## src/core/ocdc_pkg.sv

```systemverilog
// Package: register map, field positions and codes of the clock control
package ocdc_pkg;

  // ==========================================================
  // Bus widths, divider width and watchdog consumer count
  localparam int ADDR_W = 8;
  localparam int DATA_W = 8;
  localparam int DIV_W = 10;
  localparam int WDOG_USERS = 3;

  // ==========================================================
  // Register offsets
  localparam logic [7:0] OFS_UNLOCK = 8'h00;
  localparam logic [7:0] OFS_CTL_ONE = 8'h01;
  localparam logic [7:0] OFS_CTL_TWO = 8'h02;
  localparam logic [7:0] OFS_CTL_FIVE = 8'h05;
  localparam logic [7:0] OFS_TUNE_LOW = 8'h06;
  localparam logic [7:0] OFS_TUNE_HIGH = 8'h07;
  localparam logic [7:0] OFS_CONV_LOW = 8'h08;
  localparam logic [7:0] OFS_CONV_HIGH = 8'h09;
  localparam logic [7:0] OFS_DIV_LOW = 8'h0A;
  localparam logic [7:0] OFS_DIV_HIGH = 8'h0B;

  // ==========================================================
  // Unlock sequence values and status bit
  localparam logic [7:0] UNLOCK_KEY_FIRST = 8'hE7;
  localparam logic [7:0] UNLOCK_KEY_SECOND = 8'h18;
  localparam int BIT_UNLOCKED = 0;

  // ==========================================================
  // Control register one fields
  localparam int BIT_SLOW_XTAL_EN = 0;
  localparam int BIT_RC_OSC_EN = 1;
  localparam int BIT_PCLK_SEL_LO = 2;
  localparam int BIT_PCLK_SEL_HI = 3;
  localparam int BIT_RC_OSC_RDY = 4;

  // Control register two fields
  localparam int BIT_FAST_XTAL_EN = 0;
  localparam int BIT_BAND_LO = 1;
  localparam int BIT_BAND_HI = 2;
  localparam int BIT_FAST_XTAL_RDY = 4;

  // Control register five fields
  localparam int BIT_TUNED_OSC_EN = 0;
  localparam int BIT_LOCK_LOOP_EN = 1;
  localparam int BIT_SEED_SEL = 2;
  localparam int BIT_LOCK_RDY = 4;
  localparam int BIT_LOCK_LOST = 5;
  localparam int BIT_FAST_DONE = 6;

  // ==========================================================
  // Band codes for the fast crystal gain
  localparam logic [1:0] BAND_LOW = 2'h0;     // 1 to 8 MHz
  localparam logic [1:0] BAND_MEDIUM = 2'h1;  // above 8 up to 16 MHz
  localparam logic [1:0] BAND_MAXIMUM = 2'h2; // above 16 up to 24 MHz
  localparam logic [1:0] BAND_RESERVED = 2'h3;

  // Peripheral clock source codes
  localparam logic [1:0] PCLK_RC = 2'h0;
  localparam logic [1:0] PCLK_SLOW_XTAL = 2'h1;
  localparam logic [1:0] PCLK_EXT = 2'h2;

  // ==========================================================
  // Reset values
  localparam logic [7:0] RST_TUNE_LOW = 8'h00;
  localparam logic [7:0] RST_TUNE_HIGH = 8'h00;
  localparam logic [9:0] RST_DIVIDER = 10'h000;
  localparam logic [7:0] READ_ZERO = 8'h00;

  // Unlock tracker states
  typedef enum logic [1:0] {
    UNL_IDLE,
    UNL_FIRST,
    UNL_OPEN
  } ocdc_unl_state_t;

endpackage

```

## src/core/ocdc_sync.sv

```systemverilog
// Two-stage synchroniser for a bundle of asynchronous status levels
`timescale 1ns/1ps
`default_nettype none
module ocdc_sync #(
  parameter int WIDTH = 1
) (
  input wire logic clk,                // System clock
  input wire logic rst_n,              // Async reset, active low
  input wire logic [WIDTH-1:0] d_in,   // Asynchronous levels
  output logic [WIDTH-1:0] q_out       // Synchronised levels
);

  // ==========================================================
  // One pair of flops per bit; first stage feeds only the second
  genvar i;
  generate
    for (i = 0; i < WIDTH; i++) begin : g_bit
      logic meta_r;
      logic sync_r;
      always_ff @(posedge clk or negedge rst_n) begin
        if (!rst_n) begin
          meta_r <= 1'b0;
          sync_r <= 1'b0;
        end else begin
          meta_r <= d_in[i];
          sync_r <= meta_r;
        end
      end
      assign q_out[i] = sync_r;
    end
  endgenerate

endmodule
`default_nettype wire

```

## src/core/ocdc_top.sv

```systemverilog
// Oscillator enable and tuned-oscillator lock control, top level
//
// Operation
// - Band field selects low, medium, maximum gain
// - Reset clears fast crystal enable
// - Fast crystal ready clear when disabled
// - Reset clears slow crystal enable
// - Reset sets RC enable; clear stops it
// - Reset selects RC as peripheral clock
// - Watchdog oscillator runs whenever any consumer needs
// - Reset sets tuned oscillator enable
// - Loop off runs free, on locks
// - Lock target is peripheral clock times divider
// - Lock ready set after convergence completes
// - Converged words readable in two registers
// - Seed select one uses software tune words
// - Low tune word buffered until high written
// - High write with seed select one applies both words together
// - Divider high write, seed zero: fast lock
// - Divider high write, seed one: linear lock
// - Setting loop enable starts linear lock
// - Control register writes need ordered E7h then 18h unlock
// - Feedback divider is ten bits wide
// - Loss sets lost, clears ready; disable clears
//
// Chosen here: the register addresses and the strobed register port.
`timescale 1ns/1ps
`default_nettype none
module ocdc_top (
  input wire logic clk,                             // System clock 200 MHz
  input wire logic rst_n,                           // Async reset, active low
  input wire logic [ocdc_pkg::ADDR_W-1:0] addr,     // Register address
  input wire logic [ocdc_pkg::DATA_W-1:0] wdata,    // Write data
  input wire logic wr_en,                           // Write strobe
  input wire logic rd_en,                           // Read strobe
  output logic [ocdc_pkg::DATA_W-1:0] rdata,        // Read data, next cycle
  input wire logic fast_xtal_stable,                // Analog: crystal stable
  input wire logic rc_osc_stable,                   // Analog: RC stable
  input wire logic lock_achieved,                   // Loop: lock reached
  input wire logic lock_lost,                       // Loop: lock lost
  input wire logic fast_lock_done,                  // Loop: fast algo done
  input wire logic [7:0] converged_low,             // Loop: low word
  input wire logic [7:0] converged_high,            // Loop: high word
  input wire logic [ocdc_pkg::WDOG_USERS-1:0] wdog_need, // Consumers
  output logic fast_xtal_enable,                    // Fast crystal on
  output logic [1:0] fast_xtal_band_select,         // Gain band
  output logic slow_xtal_enable,                    // Slow crystal on
  output logic rc_osc_enable,                       // RC oscillator on
  output logic [1:0] pclk_source,                   // Peripheral clock mux
  output logic watchdog_osc_enable,                 // Watchdog osc on
  output logic tuned_osc_enable,                    // Tuned osc on
  output logic lock_loop_enable,                    // Lock loop on
  output logic [ocdc_pkg::DIV_W-1:0] lock_divider,  // Feedback divider
  output logic lock_start_fast,                     // Pulse: fast algo
  output logic lock_start_linear,                   // Pulse: linear algo
  output logic seed_from_software,                  // Use applied words
  output logic [7:0] tune_apply_low,                // Applied low word
  output logic [7:0] tune_apply_high                // Applied high word
);
  import ocdc_pkg::*;

  // ==========================================================
  // Synchronised status levels from the analog side and the lock loop
  localparam int N_SYNC = 5;
  logic [N_SYNC-1:0] async_levels;
  logic [N_SYNC-1:0] sync_levels;
  logic fx_stable_s;
  logic rc_stable_s;
  logic achieved_s;
  logic lost_s;
  logic done_s;

  assign async_levels = {fast_lock_done, lock_lost, lock_achieved,
                         rc_osc_stable, fast_xtal_stable};

  ocdc_sync #(.WIDTH(N_SYNC)) u_sync (
    .clk(clk),
    .rst_n(rst_n),
    .d_in(async_levels),
    .q_out(sync_levels)
  );

  assign fx_stable_s = sync_levels[0];
  assign rc_stable_s = sync_levels[1];
  assign achieved_s = sync_levels[2];
  assign lost_s = sync_levels[3];
  assign done_s = sync_levels[4];

  // ==========================================================
  // Address decode
  logic wr_unlock;
  logic wr_one;
  logic wr_two;
  logic wr_five;
  logic wr_tlow;
  logic wr_thigh;
  logic wr_dlow;
  logic wr_dhigh;
  logic unlocked;

  always_comb begin
    wr_unlock = wr_en && (addr == OFS_UNLOCK);
    // Locked controls ignore writes silently
    wr_one = wr_en && unlocked && (addr == OFS_CTL_ONE);
    wr_two = wr_en && unlocked && (addr == OFS_CTL_TWO);
    wr_five = wr_en && unlocked && (addr == OFS_CTL_FIVE);
    wr_tlow = wr_en && (addr == OFS_TUNE_LOW);
    wr_thigh = wr_en && (addr == OFS_TUNE_HIGH);
    wr_dlow = wr_en && (addr == OFS_DIV_LOW);
    wr_dhigh = wr_en && (addr == OFS_DIV_HIGH);
  end

  ocdc_unlock u_unlock (
    .clk(clk),
    .rst_n(rst_n),
    .wr_unlock(wr_unlock),
    .wdata(wdata),
    .unlocked(unlocked)
  );

  // ==========================================================
  // Oscillator enable bits
  logic fx_en_r, fx_en_nxt;
  logic [1:0] band_r, band_nxt;
  logic sx_en_r, sx_en_nxt;
  logic rc_en_r, rc_en_nxt;
  logic [1:0] pclk_r, pclk_nxt;

  always_comb begin
    fx_en_nxt = fx_en_r;
    band_nxt = band_r;
    sx_en_nxt = sx_en_r;
    rc_en_nxt = rc_en_r;
    pclk_nxt = pclk_r;
    if (wr_two) begin
      fx_en_nxt = wdata[BIT_FAST_XTAL_EN];
      // Reserved band code is refused; the old gain stays in force
      if (wdata[BIT_BAND_HI:BIT_BAND_LO] != BAND_RESERVED) begin
        band_nxt = wdata[BIT_BAND_HI:BIT_BAND_LO];
      end
    end
    if (wr_one) begin
      sx_en_nxt = wdata[BIT_SLOW_XTAL_EN];
      rc_en_nxt = wdata[BIT_RC_OSC_EN];
      if (wdata[BIT_PCLK_SEL_HI:BIT_PCLK_SEL_LO] != BAND_RESERVED) begin
        pclk_nxt = wdata[BIT_PCLK_SEL_HI:BIT_PCLK_SEL_LO];
      end
    end
  end

  always_ff @(posedge clk or negedge rst_n) begin
    if (!rst_n) begin
      fx_en_r <= 1'b0;
      band_r <= BAND_LOW;
      sx_en_r <= 1'b0;
      rc_en_r <= 1'b1;
      pclk_r <= PCLK_RC;
    end else begin
      fx_en_r <= fx_en_nxt;
      band_r <= band_nxt;
      sx_en_r <= sx_en_nxt;
      rc_en_r <= rc_en_nxt;
      pclk_r <= pclk_nxt;
    end
  end

  // Ready flags follow the enable so a stopped oscillator never reads ready
  logic fx_ready;
  logic rc_ready;
  assign fx_ready = fx_en_r && fx_stable_s;
  assign rc_ready = rc_en_r && rc_stable_s;

  // ==========================================================
  // Tuned oscillator and lock loop control
  logic dco_en_r, dco_en_nxt;
  logic fll_en_r, fll_en_nxt;
  logic seed_r, seed_nxt;
  logic [7:0] div_low_r, div_low_nxt;
  logic [1:0] div_high_r, div_high_nxt;
  logic start_fast_r, start_fast_nxt;
  logic start_lin_r, start_lin_nxt;
  logic reset_kick_r;

  always_comb begin
    dco_en_nxt = dco_en_r;
    fll_en_nxt = fll_en_r;
    seed_nxt = seed_r;
    div_low_nxt = div_low_r;
    div_high_nxt = div_high_r;
    start_fast_nxt = 1'b0;
    start_lin_nxt = 1'b0;
    if (wr_five) begin
      dco_en_nxt = wdata[BIT_TUNED_OSC_EN];
      fll_en_nxt = wdata[BIT_LOCK_LOOP_EN];
      seed_nxt = wdata[BIT_SEED_SEL];
      // Rising loop enable always seeds from present words
      if (wdata[BIT_LOCK_LOOP_EN] && !fll_en_r) begin
        start_lin_nxt = 1'b1;
      end
    end
    if (wr_dlow) begin
      div_low_nxt = wdata;
    end
    if (wr_dhigh) begin
      div_high_nxt = wdata[DIV_W-DATA_W-1:0];
      if (seed_r) begin
        start_lin_nxt = 1'b1;
      end else begin
        start_fast_nxt = 1'b1;
      end
    end
    // Fast search is kicked once as reset releases
    if (reset_kick_r) begin
      start_fast_nxt = 1'b1;
    end
  end

  always_ff @(posedge clk or negedge rst_n) begin
    if (!rst_n) begin
      dco_en_r <= 1'b1;
      fll_en_r <= 1'b0;
      seed_r <= 1'b0;
      div_low_r <= RST_DIVIDER[DATA_W-1:0];
      div_high_r <= RST_DIVIDER[DIV_W-1:DATA_W];
      start_fast_r <= 1'b0;
      start_lin_r <= 1'b0;
      reset_kick_r <= 1'b1;
    end else begin
      dco_en_r <= dco_en_nxt;
      fll_en_r <= fll_en_nxt;
      seed_r <= seed_nxt;
      div_low_r <= div_low_nxt;
      div_high_r <= div_high_nxt;
      start_fast_r <= start_fast_nxt;
      start_lin_r <= start_lin_nxt;
      reset_kick_r <= 1'b0;
    end
  end

  // ==========================================================
  // Tune words: low is buffered, high write commits the pair
  logic [7:0] tlow_buf_r, tlow_buf_nxt;
  logic [7:0] thigh_r, thigh_nxt;
  logic [7:0] app_low_r, app_low_nxt;
  logic [7:0] app_high_r, app_high_nxt;

  always_comb begin
    tlow_buf_nxt = tlow_buf_r;
    thigh_nxt = thigh_r;
    app_low_nxt = app_low_r;
    app_high_nxt = app_high_r;
    if (wr_tlow) begin
      tlow_buf_nxt = wdata;
    end
    if (wr_thigh) begin
      thigh_nxt = wdata;
      // Seed off: registers update but the oscillator is untouched
      if (seed_r) begin
        app_low_nxt = tlow_buf_r;
        app_high_nxt = wdata;
      end
    end
  end

  always_ff @(posedge clk or negedge rst_n) begin
    if (!rst_n) begin
      tlow_buf_r <= RST_TUNE_LOW;
      thigh_r <= RST_TUNE_HIGH;
      app_low_r <= RST_TUNE_LOW;
      app_high_r <= RST_TUNE_HIGH;
    end else begin
      tlow_buf_r <= tlow_buf_nxt;
      thigh_r <= thigh_nxt;
      app_low_r <= app_low_nxt;
      app_high_r <= app_high_nxt;
    end
  end

  // ==========================================================
  // Lock status flags; an arriving event beats a clearing disable
  logic rdy_r, rdy_nxt;
  logic lost_r, lost_nxt;
  logic lost_d_r;
  logic lost_rise;

  assign lost_rise = lost_s && !lost_d_r;

  always_comb begin
    rdy_nxt = rdy_r;
    lost_nxt = lost_r;
    if (!fll_en_nxt) begin
      rdy_nxt = 1'b0;
      lost_nxt = 1'b0;
    end
    if (fll_en_r && achieved_s && !lost_s) begin
      rdy_nxt = 1'b1;
    end
    // A fresh lock start clears an old loss report, but a new loss wins
    if (start_fast_r || start_lin_r) begin
      lost_nxt = 1'b0;
    end
    if (fll_en_r && lost_rise) begin
      lost_nxt = 1'b1;
      rdy_nxt = 1'b0;
    end
  end

  always_ff @(posedge clk or negedge rst_n) begin
    if (!rst_n) begin
      rdy_r <= 1'b0;
      lost_r <= 1'b0;
      lost_d_r <= 1'b0;
    end else begin
      rdy_r <= rdy_nxt;
      lost_r <= lost_nxt;
      lost_d_r <= lost_s;
    end
  end

  // ==========================================================
  // Read mux; unmapped addresses return zero
  logic [7:0] rdata_r, rdata_nxt;

  always_comb begin
    rdata_nxt = READ_ZERO;
    if (rd_en) begin
      case (addr)
        OFS_UNLOCK: rdata_nxt[BIT_UNLOCKED] = unlocked;
        OFS_CTL_ONE: begin
          rdata_nxt[BIT_SLOW_XTAL_EN] = sx_en_r;
          rdata_nxt[BIT_RC_OSC_EN] = rc_en_r;
          rdata_nxt[BIT_PCLK_SEL_HI:BIT_PCLK_SEL_LO] = pclk_r;
          rdata_nxt[BIT_RC_OSC_RDY] = rc_ready;
        end
        OFS_CTL_TWO: begin
          rdata_nxt[BIT_FAST_XTAL_EN] = fx_en_r;
          rdata_nxt[BIT_BAND_HI:BIT_BAND_LO] = band_r;
          rdata_nxt[BIT_FAST_XTAL_RDY] = fx_ready;
        end
        OFS_CTL_FIVE: begin
          rdata_nxt[BIT_TUNED_OSC_EN] = dco_en_r;
          rdata_nxt[BIT_LOCK_LOOP_EN] = fll_en_r;
          rdata_nxt[BIT_SEED_SEL] = seed_r;
          rdata_nxt[BIT_LOCK_RDY] = rdy_r;
          rdata_nxt[BIT_LOCK_LOST] = lost_r;
          rdata_nxt[BIT_FAST_DONE] = done_s;
        end
        OFS_TUNE_LOW: rdata_nxt = tlow_buf_r;
        OFS_TUNE_HIGH: rdata_nxt = thigh_r;
        OFS_CONV_LOW: rdata_nxt = converged_low;
        OFS_CONV_HIGH: rdata_nxt = converged_high;
        OFS_DIV_LOW: rdata_nxt = div_low_r;
        OFS_DIV_HIGH: rdata_nxt[DIV_W-DATA_W-1:0] = div_high_r;
        default: rdata_nxt = READ_ZERO;
      endcase
    end
  end

  always_ff @(posedge clk or negedge rst_n) begin
    if (!rst_n) begin
      rdata_r <= READ_ZERO;
    end else begin
      rdata_r <= rdata_nxt;
    end
  end

  // ==========================================================
  // Outputs
  assign rdata = rdata_r;
  assign fast_xtal_enable = fx_en_r;
  assign fast_xtal_band_select = band_r;
  assign slow_xtal_enable = sx_en_r;
  assign rc_osc_enable = rc_en_r;
  assign pclk_source = pclk_r;
  // No software bit: any consumer starts the watchdog oscillator
  assign watchdog_osc_enable = |wdog_need;
  assign tuned_osc_enable = dco_en_r;
  assign lock_loop_enable = fll_en_r;
  assign lock_divider = {div_high_r, div_low_r};
  assign lock_start_fast = start_fast_r;
  assign lock_start_linear = start_lin_r;
  assign seed_from_software = seed_r;
  assign tune_apply_low = app_low_r;
  assign tune_apply_high = app_high_r;

endmodule
`default_nettype wire

```

## src/core/ocdc_unlock.sv

```systemverilog
// Unlock sequence tracker for the clock control registers
`timescale 1ns/1ps
`default_nettype none
module ocdc_unlock (
  input wire logic clk,                         // System clock
  input wire logic rst_n,                       // Async reset, active low
  input wire logic wr_unlock,                   // Write to unlock register
  input wire logic [ocdc_pkg::DATA_W-1:0] wdata, // Written byte
  output logic unlocked                         // Writes to controls allowed
);
  import ocdc_pkg::*;

  ocdc_unl_state_t state_r;
  ocdc_unl_state_t state_nxt;

  // ==========================================================
  // Next state: keys must be ordered, other registers may interleave
  always_comb begin
    state_nxt = state_r;
    if (wr_unlock) begin
      case (state_r)
        UNL_IDLE: begin
          if (wdata == UNLOCK_KEY_FIRST) state_nxt = UNL_FIRST;
        end
        UNL_FIRST: begin
          if (wdata == UNLOCK_KEY_SECOND) begin
            state_nxt = UNL_OPEN;
          end else if (wdata != UNLOCK_KEY_FIRST) begin
            state_nxt = UNL_IDLE;
          end
        end
        UNL_OPEN: begin
          // While open the byte is simply loaded; status bit decides
          if (!wdata[BIT_UNLOCKED]) state_nxt = UNL_IDLE;
        end
        default: state_nxt = UNL_IDLE;
      endcase
    end
  end

  // ==========================================================
  always_ff @(posedge clk or negedge rst_n) begin
    if (!rst_n) begin
      state_r <= UNL_IDLE;
    end else begin
      state_r <= state_nxt;
    end
  end

  assign unlocked = (state_r == UNL_OPEN);

endmodule
`default_nettype wire

```

## config.mk

```make
export PLATFORM = sky130hd
export DESIGN_NAME = ocdc_top
export DESIGN_NICKNAME = d
export VERILOG_FILES = /design/src/core/ocdc_pkg.sv /design/src/core/ocdc_sync.sv /design/src/core/ocdc_top.sv /design/src/core/ocdc_unlock.sv
export SDC_FILE = /design/constraint.sdc
export NUM_CORES = 1
export LEC_CHECK = 0
export ABC_CLOCK_PERIOD_IN_PS = 1300
export BUFFER_PORTS_ARGS = -buffer_cell sky130_fd_sc_hd__buf_2
export CORE_ASPECT_RATIO = 0.7
export CORE_UTILIZATION = 48
export CTS_BUF_LIST = sky130_fd_sc_hd__clkbuf_4 sky130_fd_sc_hd__clkbuf_8 sky130_fd_sc_hd__clkbuf_16
export DETAILED_ROUTE_END_ITERATION = 12
export GPL_TIMING_DRIVEN = 0
export PLACE_DENSITY = 0.81
export SYNTH_ARGS = -nofsm -noshare
export SYNTH_HDL_FRONTEND = slang
export SYNTH_SLANG_ARGS = --single-unit
export TNS_END_PERCENT = 5
```

## constraint.sdc

```tcl
create_clock -name clk -period 1.3 [get_ports clk]
set_input_delay 0.325 -clock clk [delete_from_list [all_inputs] [get_ports clk]]
set_output_delay 0.325 -clock clk [all_outputs]
set_load 0.02 [all_outputs]
```

; Word-level counts from Yosys, hierarchy flattened
; Cells that the tools add are included.
[totals]
regBits = 78
latchBits = 0
mem_bits_rw = 0
mem_bits_ro = 0
in_bits = 44
memories = 0
[op_classes]
n_addsub = 0
mul = 0
div = 0
magnitude_cmp = 0
eq_ne = 21
shifts = 0
n_mux = 26
bitwise_logic = 0
n_reduce_logical = 27
[op_table]
columns = op, count
row1 = "8-bit by 4-bit equality test with 1-bit output, second input constant", 4
row2 = "8-bit by 3-bit equality test with 1-bit output, second input constant", 3
row3 = 1-bit logical AND, 16
row4 = 1-bit one-hot mux with 8 select lines, 2
row5 = 1-bit 2-to-1 mux, 13
row6 = 2-bit one-hot mux with 6 select lines, 1
row7 = 1-bit one-hot mux with 10 select lines, 1
row8 = "3-bit by 1-bit inequality test with 1-bit output, second input constant", 3
row9 = 1-bit one-hot mux with 9 select lines, 1
row10 = "8-bit by 1-bit equality test with 1-bit output, second input constant", 1
row11 = "8-bit by 2-bit equality test with 1-bit output, second input constant", 1
row12 = "8-bit by 5-bit equality test with 1-bit output, second input constant", 1
row13 = "8-bit equality test, second input constant", 1
row14 = 8-bit zero test, 1
row15 = 2-bit 2-to-1 mux, 4
row16 = 8-bit 2-to-1 mux, 1
row17 = "8-bit inequality test, second input constant", 1
row18 = "2-bit inequality test, second input constant", 3
row19 = 1-bit one-hot mux with 6 select lines, 1
row20 = 2-bit one-hot mux with 3 select lines, 1
row21 = 2-bit AND reduction, 3
row22 = 1-bit one-hot mux with 5 select lines, 1
row23 = 4-bit AND reduction, 1
row24 = 1-bit zero test, 3
row25 = 6 further kinds, 6

; Logic depth before layout (Yosys ltp)
[depth]
word_depth = 7
depth_mapped = 6
ltp_nobuf = 4

; Cells and area by module
; From an unflattened synthesis, not the netlist that was laid out.
[unflattened]
hier_cells = 308
area_unflattened_um2 = 3726.1
[by_module_without_submodules]
columns = mod, n_inst, cells_per_inst, area_each_um2
row1 = ocdc_top, 1, 278, 3299.4
row2 = ocdc_sync, 1, 15, 287.8
row3 = ocdc_unlock, 1, 15, 138.9

; Worst setup path after synthesis
; Ideal clock, no wire load.
[synth_path]
kind = input-to-reg
startpoint = in addr[5] in the netlist's numbering
endpoint = reg app_high_r[5] (netlist: tune_apply_high[5])
setup_time_ns = 0.125
arrival_time_ns = 1.868
path_slack_ns = -0.693
cell_stages = 6
n_path_buf = 2
cell_sequence = or4_4 -> buf_6 -> nor3_4 -> nand3_4 -> buf_6 -> mux2_4
[synth_via]
elab_chain_len = 3
[synth_rtl]
columns = item, line
row1 = start: declaration, ocdc_top.sv:32  ; input wire logic [ocdc_pkg::ADDR_W-1:0] addr,
row2 = 8-bit by 3-bit equality test with 1-bit output, ocdc_top.sv:108  ; wr_thigh = wr_en && (addr == OFS_TUNE_HIGH);
row3 = 1-bit logical AND, ocdc_top.sv:108
row4 = 2-bit AND reduction (no line), n/a
row5 = end signal: assignment, ocdc_top.sv:275  ; app_high_r <= app_high_nxt;
row6 = end: declaration, ocdc_top.sv:245  ; logic [7:0] app_high_r, app_high_nxt;
; Every way passes these cells.
; A chain may end at the register's enable or synchronous reset.

; Final worst setup path
[layout_path]
startpoint = reg u_unlock.state_r[0]
endpoint = reg seed_r (netlist: seed_from_software)
[layout_via]
elab_chain_len = 3
[layout_rtl]
columns = item, line
row1 = start: declaration, ocdc_unlock.sv:13  ; ocdc_unl_state_t state_r;
row2 = start signal: assignment, ocdc_unlock.sv:46  ; state_r <= state_nxt;
row3 = 2-bit equality test, ocdc_unlock.sv:50  ; assign unlocked = (state_r == UNL_OPEN);
row4 = 1-bit logical AND (2 in a row), ocdc_top.sv:106  ; wr_five = wr_en && unlocked && (addr == OFS_CTL_FIVE);
row5 = end signal: assignment, ocdc_top.sv:231  ; seed_r <= seed_nxt;
row6 = end: declaration, ocdc_top.sv:177  ; logic seed_r, seed_nxt;
; Every way passes these cells.

==> metrics <==
Seq/Total Area, Yosys 53.3%; Util after Layout 65.6%; Core Area 0.00735 mm²; grt ovf 0; largest net degree at the start of global routing 54; # Max-Cap Violations 0; Async S/R FF share, synth 100%; Boundary Pins 91; die height 75.1 µm; EDFF count, synth 0; Critical Path Fanout Max 4; YS warnings 0; Final Net Count 457; initial core utilization 49.9%; # fillers 588; initial antenna violation count 0; worst hold path type in -> reg; Synth Cell Area 0.00367 mm²; status finished with violations; relative slew slack 61.0%; #FFs+latches synth 78; Leakage 2.42 nW; Worst Setup Start Kind flip-flop; commonest non-fill, non-tap cell in the layout buf_2; vias per cell 5.67; n_diodes 0; PortBufs 89; Worst Skew 0.00688 ns; Sw Pwr 1.25 mW; kind of critical path reg -> reg; die area 0.00800 mm²; CTS tree done; Max Buffers Root-to-Sink 2; Post-Syn Instances 300; Critical Path Sink Type flip-flop; GPL Wtd Cong 0.962; Switching Share 24.8%; syn avg cell area 12.2 µm²; R2R Path End seed_from_software$_DFFE_PN0P_; ys flop type dfrtp_1; Mapped Nets 344; post-route ant nets 0; crit share post-route 122%; final hold vios 0; Worst-path clk slew 0.08 ns; All-Layer GR Usage 26.5%; final setup fails 64; routed wire length 10100 µm; fmax 631 MHz; # rows 26; Layout area overhead 31.4%; Worst Hold Path Cells 1; first-pass GRT wire length 15200 µm; vias in the first global route 2797; fin crit period 1.58 ns; post-synth cell types 52; violated checks negative setup slack; total CTS buffers 9; clock group share of total power 40.5%; r2r setup slk -0.28 ns; commonest cells after routing, fill and taps aside buf_2 (79), dfrtp_1 (72), mux2_2 (43), buf_6 (13), mux2_4 (12); DR WL/cell 19.6 µm; Final WS setup -0.285 ns; Hold Path Sink u_sync.g_bit[3].meta_r$_DFF_PN0_; worst vdd ir 0.619 mV; First-pass DRT Iterations 5; RR Startpoint u_unlock.state_r[0]$_DFFE_PN0P_; top cell type's share of synthesized area 51.2%; H-tree levels 3; Via Count 2928; R2R cell count 4; Min-Delay Startpoint lock_lost; Slew @ Worst Pin 0.584 ns; cell taking the most area after synthesis dfrtp_1; fraction of layout cells with a size suffix above 1 49.8%; Root Driver clkbuf_8; Synth area leaders dfrtp_1 (51%), mux2_2 (14%), mux2_4 (4.1%); # DRC 0; Int Pwr 3.81 mW; DP Wirelength 7070 µm; setup TNS -13.13 ns; dpl ws -1.05 ns; clock net sink count 78; Worst-Skew Late Latency 0.36 ns; Pins Over Slew Limit 0; Data required, critical path 1.54 ns; Arr. time, crit path 1.83 ns; share of total power in combinational logic 9.7%; Die Span X 106 µm; PwrDens 1050 mW/mm²; initial DRC count 187; RSZ-0062 raised after global routing true; Reg power frac 49.8%
==> state kept, by name, summed over array words and instances (netlist names), 2 cells and up <==
| name | cells |
|---|---|
| div_low_r | 8 |
| rdata | 8 |
| thigh_r | 8 |
| tlow_buf_r | 8 |
| tune_apply_high | 8 |
| tune_apply_low | 8 |
| u_sync.g_bit.meta_r | 5 |
| u_sync.g_bit.sync_r | 5 |
| div_high_r | 2 |
| fast_xtal_band_select | 2 |
| pclk_source | 2 |
| u_unlock.state_r | 2 |
==> logic make-up (layout without fill, tap and decap cells) <==
| logic type | Yosys count | in the layout | share of synthesized area, % |
|---|---|---|---|
| simple gates | 84 | 84 | 14.5 |
| flops | 78 | 78 | 53.3 |
| mux | 60 | 60 | 19.3 |
| compound gates | 53 | 53 | 9.89 |
| buf+inv | 24 | 142 | 2.90 |
| other cells | 1 | 1 | 0.102 |
==> Yosys cell counts, drive strengths merged, types with 4 or more instances <==
master / number
dfrtp: 75
nor3: 6
and2: 4
a32o: 4
o21ai: 15
nor3b: 4
mux2: 55
nor2b: 5
nand3b: 10
buf: 4
o22a: 4
a22oi: 4
inv: 5
mux2i: 5
a21oi: 9
nor2: 13
clkbuf: 15
nand4: 7
nand2: 12
nand3: 6
==> metal layers <==
metal | GRT usage, % | up-vias | share of wire [%]
met1 | 38.2 | 1415 | 47
met5 | 0 | - | 0
li1 | - | 1344 | -
met3 | 6.15 | 16 | 8.5
met2 | 40.1 | 153 | 43
met4 | 8.68 | 0 | 1.4
==> worst max path at each step <==
| stage | start | to | slack [ns] | cells after the start |
|---|---|---|---|---|
| detailed placement | addr[5] | slow_xtal_enable$_DFFE_PN0P_ | -1.05 | 4 |
| finish | u_unlock.state_r[0]$_DFFE_PN0P_ | seed_from_software$_DFFE_PN0P_ | -0.28 | 4 |
| global placement | addr[5] | div_low_r[4]$_DFFE_PN0P_ | -1.02 | 5 |
| floorplan | addr[5] | tune_apply_high[5]$_DFFE_PN0P_ | -0.63 | 6 |
| CTS | addr[6] | tune_apply_low[4]$_DFFE_PN0P_ | -0.32 | 6 |
| global route | u_unlock.state_r[0]$_DFFE_PN0P_ | seed_from_software$_DFFE_PN0P_ | -0.35 | 4 |
==> final cells by class <==
cell class	instances	area (µm²)	share of cell area, %
clock buffer	11	139	2.88
buffer	18	111	2.31
inverter	5	18.8	0.389
clock inverter	5	83.8	1.74
sequential	78	1960	40.7
multi-input combinational	198	1690	35.1
timing repair buffer	103	694	14.4
tap	98	123	2.54
==> worst max-delay path, stage by stage (launching register included) <==
cell and delay, ns:
dfrtp_2 0.44, nor4bb_4 0.30, nand4_1 0.24, buf_4 0.22
mux2_2 0.26
==> power groups by stage <==
stage | combinational, mW | clock [mW] | sequential, mW
2_1_floorplan | 0.190 | 0 | 2.58
3_3_place_gp | 0.417 | 0 | 2.56
3_5_place_dp | 0.442 | 0 | 2.57
4_1_cts | 0.473 | 2.06 | 2.52
5_1_grt | 0.527 | 2.17 | 2.53
6_report | 0.489 | 2.05 | 2.52
==> repair_timing <==
| action | 4_1_cts | 5_1_grt |
|---|---|---|
| endpoints found under the setup margin | 72 | 76 |
| gates resized for setup | 47 | 19 |
| hold endpoints to repair | 23 | 0 |
| buffers inserted | 7 | 4 |
| pin swaps | 10 | 7 |
| hold buffers | 1 | 0 |
| gates cloned | 1 | 0 |
==> metrics by stage <==
stage / instances / power [mW] / hold slack [ns] / instance area, µm²
2_1_floorplan: 300 / 2.77 / 0.0294 / 3670
3_3_place_gp: 487 / 2.98 / 0.333 / 4240
3_5_place_dp: 488 / 3.01 / 0.264 / 4270
4_1_cts: 512 / 5.06 / 0.0488 / 4750
5_1_grt: 516 / 5.22 / 0.0503 / 4820
6_report: 516 / 5.06 / 0.0678 / 4820
(Power assumes the default switching activity.)
